### src/include/pscfg_defs.svh
`ifndef PSCFG_DEFS_SVH
`define PSCFG_DEFS_SVH
// How it works
// - The control-path select pin is caught once after reset release and holds for the session.
// - The lane layout pins choose one data output per converter or shared time-multiplexed outputs.
// - Under pin-strap control the analog input precharge buffers are enabled with no host action.
// - Under pin-strap control the reference precharge buffers stay disabled.
// - Under pin-strap control a defined strap-derived setup is loaded after power-up and reset.
// - One filter for all channels: sinc5 when the filter pin is high, wideband when low.
// - Ratio select pins 00/01/10/11 give decimation 32/64/128/1024 for all channels.
// - Modulator rate is the master clock divided by 4 fast, 8 median, 32 low power.
// - Four operating strap pins decode to sixteen power, data clock and conversion settings.

// ---------------------------------------------------------------
// decode constants
// ---------------------------------------------------------------
`define PSCFG_DEC_32 11'h020
`define PSCFG_DEC_64 11'h040
`define PSCFG_DEC_128 11'h080
`define PSCFG_DEC_1024 11'h400
`define PSCFG_MOD_DIV_FAST 6'h04
`define PSCFG_MOD_DIV_MED 6'h08
`define PSCFG_MOD_DIV_LOW 6'h20
`define PSCFG_DCLK_DIV_RST 2'h0
`define PSCFG_DEC_SEL_RST 2'h0
`define PSCFG_OPMODE_RST 4'h0
`endif

### src/include/pscfg_pkg.sv
package pscfg_pkg;
    typedef enum logic [1:0] {
        PSCFG_PWR_LOW = 2'b00,
        PSCFG_PWR_MED = 2'b01,
        PSCFG_PWR_FAST = 2'b10
    } pscfg_pwr_e;

    typedef enum logic [1:0] {
        PSCFG_ST_BOOT = 2'b00,
        PSCFG_ST_LOAD = 2'b01,
        PSCFG_ST_RUN = 2'b10
    } pscfg_state_e;

    typedef struct packed {
        pscfg_pwr_e pwr;
        logic [1:0] dclk_div;
        logic one_shot;
    } pscfg_op_s;
endpackage

### src/include/pscfg_op_if.sv
`timescale 1ns/1ps
interface pscfg_op_if;
    logic [3:0] straps;
    pscfg_pkg::pscfg_op_s op;
    modport decoder (input straps, output op);
    modport user (output straps, input op);
endinterface

### src/logic/pscfg_op_decode.sv
`timescale 1ns/1ps
`include "pscfg_defs.svh"
module pscfg_op_decode
    import pscfg_pkg::*;
(
    pscfg_op_if.decoder dec
);
    // ---------------------------------------------------------------
    // operating strap table, sixteen entries
    // ---------------------------------------------------------------
    always_comb begin
        dec.op.one_shot = 1'b0;
        dec.op.dclk_div = dec.straps[1:0];
        dec.op.pwr = PSCFG_PWR_LOW;
        if (dec.straps[3:2] == 2'b00) begin
            dec.op.pwr = PSCFG_PWR_LOW;
        end else if (dec.straps[3:2] == 2'b01) begin
            dec.op.pwr = PSCFG_PWR_MED;
        end else if (dec.straps[3:2] == 2'b10) begin
            dec.op.pwr = PSCFG_PWR_FAST;
        end else begin
            // top quarter of the table selects one-shot conversion
            dec.op.one_shot = 1'b1;
            case (dec.straps[1:0])
                2'b00: begin
                    dec.op.pwr = PSCFG_PWR_LOW;
                    dec.op.dclk_div = 2'h0;
                end
                2'b01: begin
                    dec.op.pwr = PSCFG_PWR_MED;
                    dec.op.dclk_div = 2'h0;
                end
                2'b10: begin
                    dec.op.pwr = PSCFG_PWR_FAST;
                    dec.op.dclk_div = 2'h1;
                end
                default: begin
                    dec.op.pwr = PSCFG_PWR_FAST;
                    dec.op.dclk_div = 2'h0;
                end
            endcase
        end
    end
endmodule

### src/logic/pscfg_top.sv
`timescale 1ns/1ps
`include "pscfg_defs.svh"
module pscfg_top
    import pscfg_pkg::*;
(
    input wire logic clk,
    input wire logic rst_n,
    input wire logic spi_select_pin,
    input wire logic filter_pin,
    input wire logic ratio_select_high,
    input wire logic ratio_select_low,
    input wire logic [3:0] operating_strap_pins,
    input wire logic [1:0] lane_layout_pins,
    input wire logic start_pin,
    input wire logic resync_pin,
    output logic spi_mode,
    output logic cfg_valid,
    output logic sinc5_sel,
    output logic [10:0] decim_ratio,
    output logic [5:0] mod_div,
    output logic [1:0] dclk_div,
    output logic one_shot,
    output logic [1:0] pwr_mode,
    output logic [1:0] lane_layout,
    output logic ain_prechg_en,
    output logic ref_prechg_en
);
    // ---------------------------------------------------------------
    // state
    // ---------------------------------------------------------------
    typedef struct packed {
        pscfg_state_e st;
        logic fill;
        logic [11:0] s1;
        logic [11:0] s2;
        logic sync_last;
        logic spi;
        logic valid;
        logic sinc5;
        logic [10:0] dec;
        logic [5:0] mdiv;
        logic [1:0] dclk;
        logic oneshot;
        logic [1:0] pwr;
        logic [1:0] lanes;
        logic ain;
        logic refb;
    } pscfg_reg_s;

    pscfg_reg_s cur_q;
    pscfg_reg_s cur_d;
    pscfg_op_if opi ();
    logic edge_now;

    function automatic logic [10:0] pscfg_dec_ratio(input logic [1:0] sel);
        logic [10:0] r;
        r = `PSCFG_DEC_32;
        case (sel)
            2'b00: r = `PSCFG_DEC_32;
            2'b01: r = `PSCFG_DEC_64;
            2'b10: r = `PSCFG_DEC_128;
            default: r = `PSCFG_DEC_1024;
        endcase
        return r;
    endfunction

    function automatic logic [5:0] pscfg_mod_div(input pscfg_pwr_e p);
        logic [5:0] r;
        r = `PSCFG_MOD_DIV_LOW;
        case (p)
            PSCFG_PWR_FAST: r = `PSCFG_MOD_DIV_FAST;
            PSCFG_PWR_MED: r = `PSCFG_MOD_DIV_MED;
            default: r = `PSCFG_MOD_DIV_LOW;
        endcase
        return r;
    endfunction

    // synchronised pins: [11] start, [10] resync, [9] spi sel, [8] filter, [7:6] ratio,
    // [5:2] op, [1:0] lanes
    assign opi.straps = cur_q.s2[5:2];
    // sync edge: the two requests merge only after their second stage, so each raw pin
    // passes its own two flops before the detector sees it
    assign edge_now = (cur_q.s2[11] | cur_q.s2[10]) & ~cur_q.sync_last;

    pscfg_op_decode u_dec (
        .dec(opi)
    );

    // ---------------------------------------------------------------
    // next-state logic
    // ---------------------------------------------------------------
    always_comb begin
        cur_d = cur_q;
        // two flops on every pin before anything reads it
        cur_d.s1 = {start_pin, resync_pin, spi_select_pin, filter_pin, ratio_select_high,
                    ratio_select_low, operating_strap_pins, lane_layout_pins};
        cur_d.s2 = cur_q.s1;
        // detection flop reads only the second stage, the first stays private
        cur_d.sync_last = cur_q.s2[11] | cur_q.s2[10];
        cur_d.lanes = cur_q.s2[1:0];
        cur_d.refb = 1'b0;
        case (cur_q.st)
            PSCFG_ST_BOOT: begin
                // two edges let both stages fill before the select level is sampled
                cur_d.fill = 1'b1;
                if (cur_q.fill) begin
                    cur_d.st = PSCFG_ST_LOAD;
                end
            end
            PSCFG_ST_LOAD: begin
                cur_d.spi = cur_q.s2[9];
                cur_d.st = PSCFG_ST_RUN;
                cur_d.valid = 1'b1;
                cur_d.ain = ~cur_q.s2[9];
                // strap defaults loaded without waiting for a sync
                cur_d.sinc5 = cur_q.s2[8];
                cur_d.dec = pscfg_dec_ratio(cur_q.s2[7:6]);
                cur_d.mdiv = pscfg_mod_div(opi.op.pwr);
                cur_d.dclk = opi.op.dclk_div;
                cur_d.oneshot = opi.op.one_shot;
                cur_d.pwr = opi.op.pwr;
            end
            default: begin
                // select level held for the session; later straps wait for sync
                if (edge_now && !cur_q.spi) begin
                    cur_d.sinc5 = cur_q.s2[8];
                    cur_d.dec = pscfg_dec_ratio(cur_q.s2[7:6]);
                    cur_d.mdiv = pscfg_mod_div(opi.op.pwr);
                    cur_d.dclk = opi.op.dclk_div;
                    cur_d.oneshot = opi.op.one_shot;
                    cur_d.pwr = opi.op.pwr;
                end
            end
        endcase
    end

    // ---------------------------------------------------------------
    // state register
    // ---------------------------------------------------------------
    always_ff @(posedge clk or negedge rst_n) begin
        if (!rst_n) begin
            cur_q <= '{st: PSCFG_ST_BOOT, fill: 1'b0, s1: 12'h000, s2: 12'h000,
                       sync_last: 1'b0,
                       spi: 1'b0, valid: 1'b0, sinc5: 1'b0, dec: `PSCFG_DEC_32,
                       mdiv: `PSCFG_MOD_DIV_LOW, dclk: `PSCFG_DCLK_DIV_RST,
                       oneshot: 1'b0, pwr: 2'b00, lanes: 2'b00, ain: 1'b0, refb: 1'b0};
        end else begin
            cur_q <= cur_d;
        end
    end

    // every output straight from the state register
    assign spi_mode = cur_q.spi;
    assign cfg_valid = cur_q.valid;
    assign sinc5_sel = cur_q.sinc5;
    assign decim_ratio = cur_q.dec;
    assign mod_div = cur_q.mdiv;
    assign dclk_div = cur_q.dclk;
    assign one_shot = cur_q.oneshot;
    assign pwr_mode = cur_q.pwr;
    assign lane_layout = cur_q.lanes;
    assign ain_prechg_en = cur_q.ain;
    assign ref_prechg_en = cur_q.refb;

    // ---------------------------------------------------------------
    // checks
    // ---------------------------------------------------------------
    property p_spi_hold;
        @(posedge clk) disable iff (!rst_n)
        (cur_q.st == PSCFG_ST_RUN) |=> $stable(spi_mode);
    endproperty
    a_spi_hold: assert property (p_spi_hold) else $error("select changed in session");

    property p_lanes;
        @(posedge clk) disable iff (!rst_n)
        1'b1 |=> (lane_layout == $past(cur_q.s2[1:0]));
    endproperty
    a_lanes: assert property (p_lanes) else $error("lane layout not followed");

    property p_ain;
        @(posedge clk) disable iff (!rst_n)
        (cfg_valid && !spi_mode) |-> ain_prechg_en;
    endproperty
    a_ain: assert property (p_ain) else $error("input precharge off");

    property p_ref;
        @(posedge clk) disable iff (!rst_n)
        !spi_mode |-> !ref_prechg_en;
    endproperty
    a_ref: assert property (p_ref) else $error("reference precharge on");

    property p_boot;
        @(posedge clk) disable iff (!rst_n)
        (cur_q.st == PSCFG_ST_BOOT && !cur_q.fill) |-> ##3 cfg_valid;
    endproperty
    a_boot: assert property (p_boot) else $error("no config after reset");

    property p_commit;
        @(posedge clk) disable iff (!rst_n)
        (cur_q.st == PSCFG_ST_RUN && !spi_mode && edge_now)
            |=> (sinc5_sel == $past(cur_q.s2[8]))
            && (decim_ratio == pscfg_dec_ratio($past(cur_q.s2[7:6])));
    endproperty
    a_commit: assert property (p_commit) else $error("sync commit wrong");

    property p_mod;
        @(posedge clk) disable iff (!rst_n)
        cfg_valid |-> (mod_div == pscfg_mod_div(pscfg_pwr_e'(pwr_mode)));
    endproperty
    a_mod: assert property (p_mod) else $error("modulator divider mismatch");

    property p_oneshot;
        @(posedge clk) disable iff (!rst_n)
        (cfg_valid && one_shot) |-> (dclk_div <= 2'h1);
    endproperty
    a_oneshot: assert property (p_oneshot) else $error("one-shot divider out of table");

    property p_hold;
        @(posedge clk) disable iff (!rst_n)
        (cur_q.st == PSCFG_ST_RUN && !edge_now) |=> $stable(decim_ratio) && $stable(sinc5_sel);
    endproperty
    a_hold: assert property (p_hold) else $error("setting changed without sync");

    c_sync: cover property (@(posedge clk) disable iff (!rst_n)
        edge_now && !spi_mode && cur_q.st == PSCFG_ST_RUN);
    c_spi: cover property (@(posedge clk) disable iff (!rst_n) cfg_valid && spi_mode);
    c_1024: cover property (@(posedge clk) disable iff (!rst_n) decim_ratio == `PSCFG_DEC_1024);
endmodule

### config.mk
export PLATFORM = sky130hd
export DESIGN_NAME = pscfg_top
export DESIGN_NICKNAME = d
export VERILOG_FILES = /design/src/include/pscfg_pkg.sv /design/src/include/pscfg_op_if.sv /design/src/logic/pscfg_op_decode.sv /design/src/logic/pscfg_top.sv
export VERILOG_INCLUDE_DIRS = /design/src /design/src/include
export SDC_FILE = /design/constraint.sdc
export NUM_CORES = 1
export LEC_CHECK = 0
export BUFFER_PORTS_ARGS = -buffer_cell sky130_fd_sc_hd__buf_2
export CORE_ASPECT_RATIO = 1.5
export CORE_UTILIZATION = 55
export CTS_CLUSTER_SIZE = 20
export DETAILED_ROUTE_END_ITERATION = 12
export PLACE_DENSITY = 0.79
export SLEW_MARGIN = 15
export SYNTH_ARGS = -nofsm -noshare
export SYNTH_HDL_FRONTEND = slang
export SYNTH_SLANG_ARGS = --single-unit
### constraint.sdc
create_clock -name clk -period 2.8 [get_ports clk]
set_clock_uncertainty 0.2 [all_clocks]
set_input_delay 0.28 -clock clk [delete_from_list [all_inputs] [get_ports clk]]
set_output_delay 0.28 -clock clk [all_outputs]
set_load 0.1 [all_outputs]
==> flow_metrics.env <==
export IMPL_status="finished, final reports clean"
export IMPL_period_needed_ps=1810
export IMPL_holdCritPathClass="flip-flop to flip-flop"
export IMPL_rows=24
export IMPL_diodes=0
export IMPL_synthXorXnorAreaFrac_pct=0
export IMPL_ys_ff_latch=46
export IMPL_grtUsageTotal_pct=14.7
export IMPL_ant_nets=0
export IMPL_p_sw_w=0.000634
export IMPL_r2r_start="cur_q[40]"
export IMPL_grt_pass1_vias=832
export IMPL_crit_start="cur_q[40]"
export IMPL_drive_gt1_share_pct=37.0
export IMPL_firstDrtPassIters=2
export IMPL_reg2reg_slack_ps=990
export IMPL_ys_flop_type="dfrtp_1"
export IMPL_cts_tree="yes"
export IMPL_hold_worst_slack_ps=143
export IMPL_initial_utilization_pct=59.0
export IMPL_hold_viol=0
export IMPL_power_switching_fraction_pct=38.3
export IMPL_start_kind="flip-flop"
export IMPL_path_class="flip-flop to flip-flop"
export IMPL_power_frac_comb_pct=31.0
export IMPL_synth_area_leaders="dfrtp_1 63%, buf_4 10%, mux2_4 7.7%"
export IMPL_finalPower_w=0.00165
export IMPL_rr_endpoint="mod_div[2]"
export IMPL_antenna_found_initial=0
export IMPL_fmax_mhz=554
export IMPL_fill_cells=220
export IMPL_vias_per_cell=4.35
export IMPL_clk_pin_slew_ps=80
export IMPL_wl_per_cell_um=10.6
export IMPL_gp_congestion=0.681
export IMPL_ir_drop_mv=0.579
export IMPL_gr_total_overflow=0
export IMPL_synth_top_cell_area_share_pct=62.8
export IMPL_rsz0062_at_grt="no"
export IMPL_synth_area_mux_share_pct=10.8
export IMPL_finalCritPeriodShare_pct=64.5
export IMPL_seq_area_frac_synth_pct=65.8
export IMPL_crit_fanout=13
export IMPL_power_leakage_nw=1.03
export IMPL_cts_root_buffer="clkbuf_8"
export IMPL_finalWirelength_um=2050
export IMPL_io_buffers=31
export IMPL_final_setup_viol_count=0
export IMPL_tightest_slew_ps=941
export IMPL_drv_cap=0
export IMPL_cts_resized=0
export IMPL_synth_edff_count=0
export IMPL_internal_power_w=0.00102
export IMPL_areaGrowthSynthToFinish_pct=15.0
export IMPL_min_to="lane_layout[0]"
export IMPL_synth_compound_area_share_pct=2.50
export IMPL_synth_top_area_cell="dfrtp_1"
export IMPL_synth_most_common_cell="dfrtp_1"
export IMPL_synth_avg_cell_area_um2=15.0
export IMPL_cts_sinks=46
export IMPL_nets=169
export IMPL_clk_latency_ps=290
export IMPL_reg2reg_depth=3
export IMPL_hold_depth=0
export IMPL_critical_path_required_ps=2780
export IMPL_regArea_mm2=0.00115
export IMPL_drt_iter0_markers=16
export IMPL_tns_ps=0
export IMPL_min_from="cur_d[2]"
export IMPL_seqPwrFrac_pct=45.6
export IMPL_cp_end_kind="flip-flop"
export IMPL_arrival_ps=1780
export IMPL_die_y_um=71.1
export IMPL_maxSlewViolCount=0
export IMPL_multi_input_area_um2=410
export IMPL_synth_top_family_by_area="buffers and inverters"
export IMPL_yosysWarnings=0
export IMPL_async_flop_share_pct=100
export IMPL_dr_total_vias=839
export IMPL_dp_final_hpwl_um=1420
export IMPL_synthCells=117
export IMPL_yosysUniqueCellTypes=24
export IMPL_p_clk_share_pct=23.4
export IMPL_cts_max_path_buffers=2
export IMPL_core_area_mm2=0.00297
export IMPL_cts_buffers=5
export IMPL_pin_count=43
export IMPL_grt_max_degree=47
export IMPL_synthSimpleGateAreaFrac_pct=6.28
export IMPL_power_density_mw_per_mm2=821
export IMPL_post_cts_buffers=0
export IMPL_slew_headroom_pct=37.3
export IMPL_grt_pass1_wl_um=3390
export IMPL_yosys_area_share_adder_pct=1.43
export IMPL_die_x_um=48.1
export IMPL_synth_common_cells="44 x dfrtp_1, 24 x buf_4, 9 x mux2_4, 7 x inv_1"
export IMPL_route_detailed_drc=0
export IMPL_hold_buffers=13
export IMPL_dieArea_mm2=0.00342
export IMPL_synth_area_mm2=0.00175
export IMPL_h_tree_depth=2
## metrics by stage
stage | std cells | setup WS [ps] | cell area, um^2 | util, %
global route | 193 | 901 | 2020 | 67.8
CTS | 193 | 984 | 2020 | 67.8
floorplan | 127 | 738 | 1790 | -
finish | 193 | 994 | 2020 | 67.8
global placement | 172 | 1040 | 1790 | 60.4
detailed placement | 172 | 991 | 1790 | 60.4
## layout make-up
class                           instances  share of cell area (%)
Sequential cell                        46                    57.2
Timing Repair Buffer                   44                    14.2
Tap cell                               39                    2.42
Inverter                                7                    1.30
Multi-Input combinational cell         49                    20.4
Clock inverter                          1                   0.248
Clock buffer                            7                    4.28
## layout by cell type (no fill, tap or decap), drive strengths merged
| cell | netlist | layout |
|---|---|---|
| a21oi | 1 | 1 |
| nand2b | 3 | 3 |
| nor2 | 2 | 2 |
| nand4b | 1 | 1 |
| ha | 2 | 2 |
| inv | 7 | 7 |
| clkinv | 0 | 1 |
| nand2 | 4 | 4 |
| mux2 | 13 | 13 |
| a21boi | 1 | 1 |
| nor3b | 1 | 1 |
| mux2i | 1 | 1 |
| dfstp | 2 | 2 |
| conb | 1 | 11 |
| o21ai | 4 | 4 |
| nor2b | 2 | 2 |
| and2 | 1 | 1 |
| buf | 25 | 31 |
| dfrtp | 44 | 44 |
| clkbuf | 0 | 7 |
| dlygate4sd3 | 0 | 13 |
| or2 | 2 | 2 |
## per-layer routing
| layer | global-route usage [%] | vias to the layer above | routed length, um |
|---|---|---|---|
| li1 | - | 407 | - |
| met1 | 14.8 | 399 | 805 |
| met2 | 24.0 | 27 | 1090 |
| met3 | 5.36 | 6 | 91 |
| met4 | 9.26 | 0 | 60 |
| met5 | 0 | - | 0 |
## how the worst max path moves through the flow
stage	slack [ps]	end
2_1_floorplan	740	one_shot
3_3_place_gp	1040	mod_div[2]
3_5_place_dp	990	mod_div[2]
4_1_cts	980	mod_div[2]
5_1_grt	900	mod_div[2]
6_report	990	mod_div[2]
## sequential cells by signal, summed over array words and instances (netlist names)
name	cells
one_shot	1
pwr_mode	2
dclk_div	2
decim_ratio	4
spi_mode	1
lane_layout	2
sinc5_sel	1
cur_q	14
cfg_valid	1
mod_div	3
ain_prechg_en	1
cur_d	14
## critical path: stages (launching register included)
cell	delay [ps]
dfrtp_1	370
or2_4	260
a21boi_4	470
mux2_2	400
## logic make-up (layout without fill, tap and decap cells)
logic type,Yosys count,after routing
and+or+nand+nor,16,16
DFF,46,46
AOI/OAI and AO/OA,6,6
buffers and inverters,32,59
other,1,11
adders and majority gates,2,2
muxes,14,14
## power by group through the flow
stage                     Clock, W  Combinational [W]  Sequential [W]
after floorplan                  0           0.000446        0.000815
after global placement           0           0.000498        0.000766
after detailed placement         0           0.000501        0.000769
after CTS                 0.000403           0.000515        0.000756
after global routing      0.000437           0.000534        0.000763
final                     0.000387           0.000513        0.000755
Power figures use the tool's default switching activity.
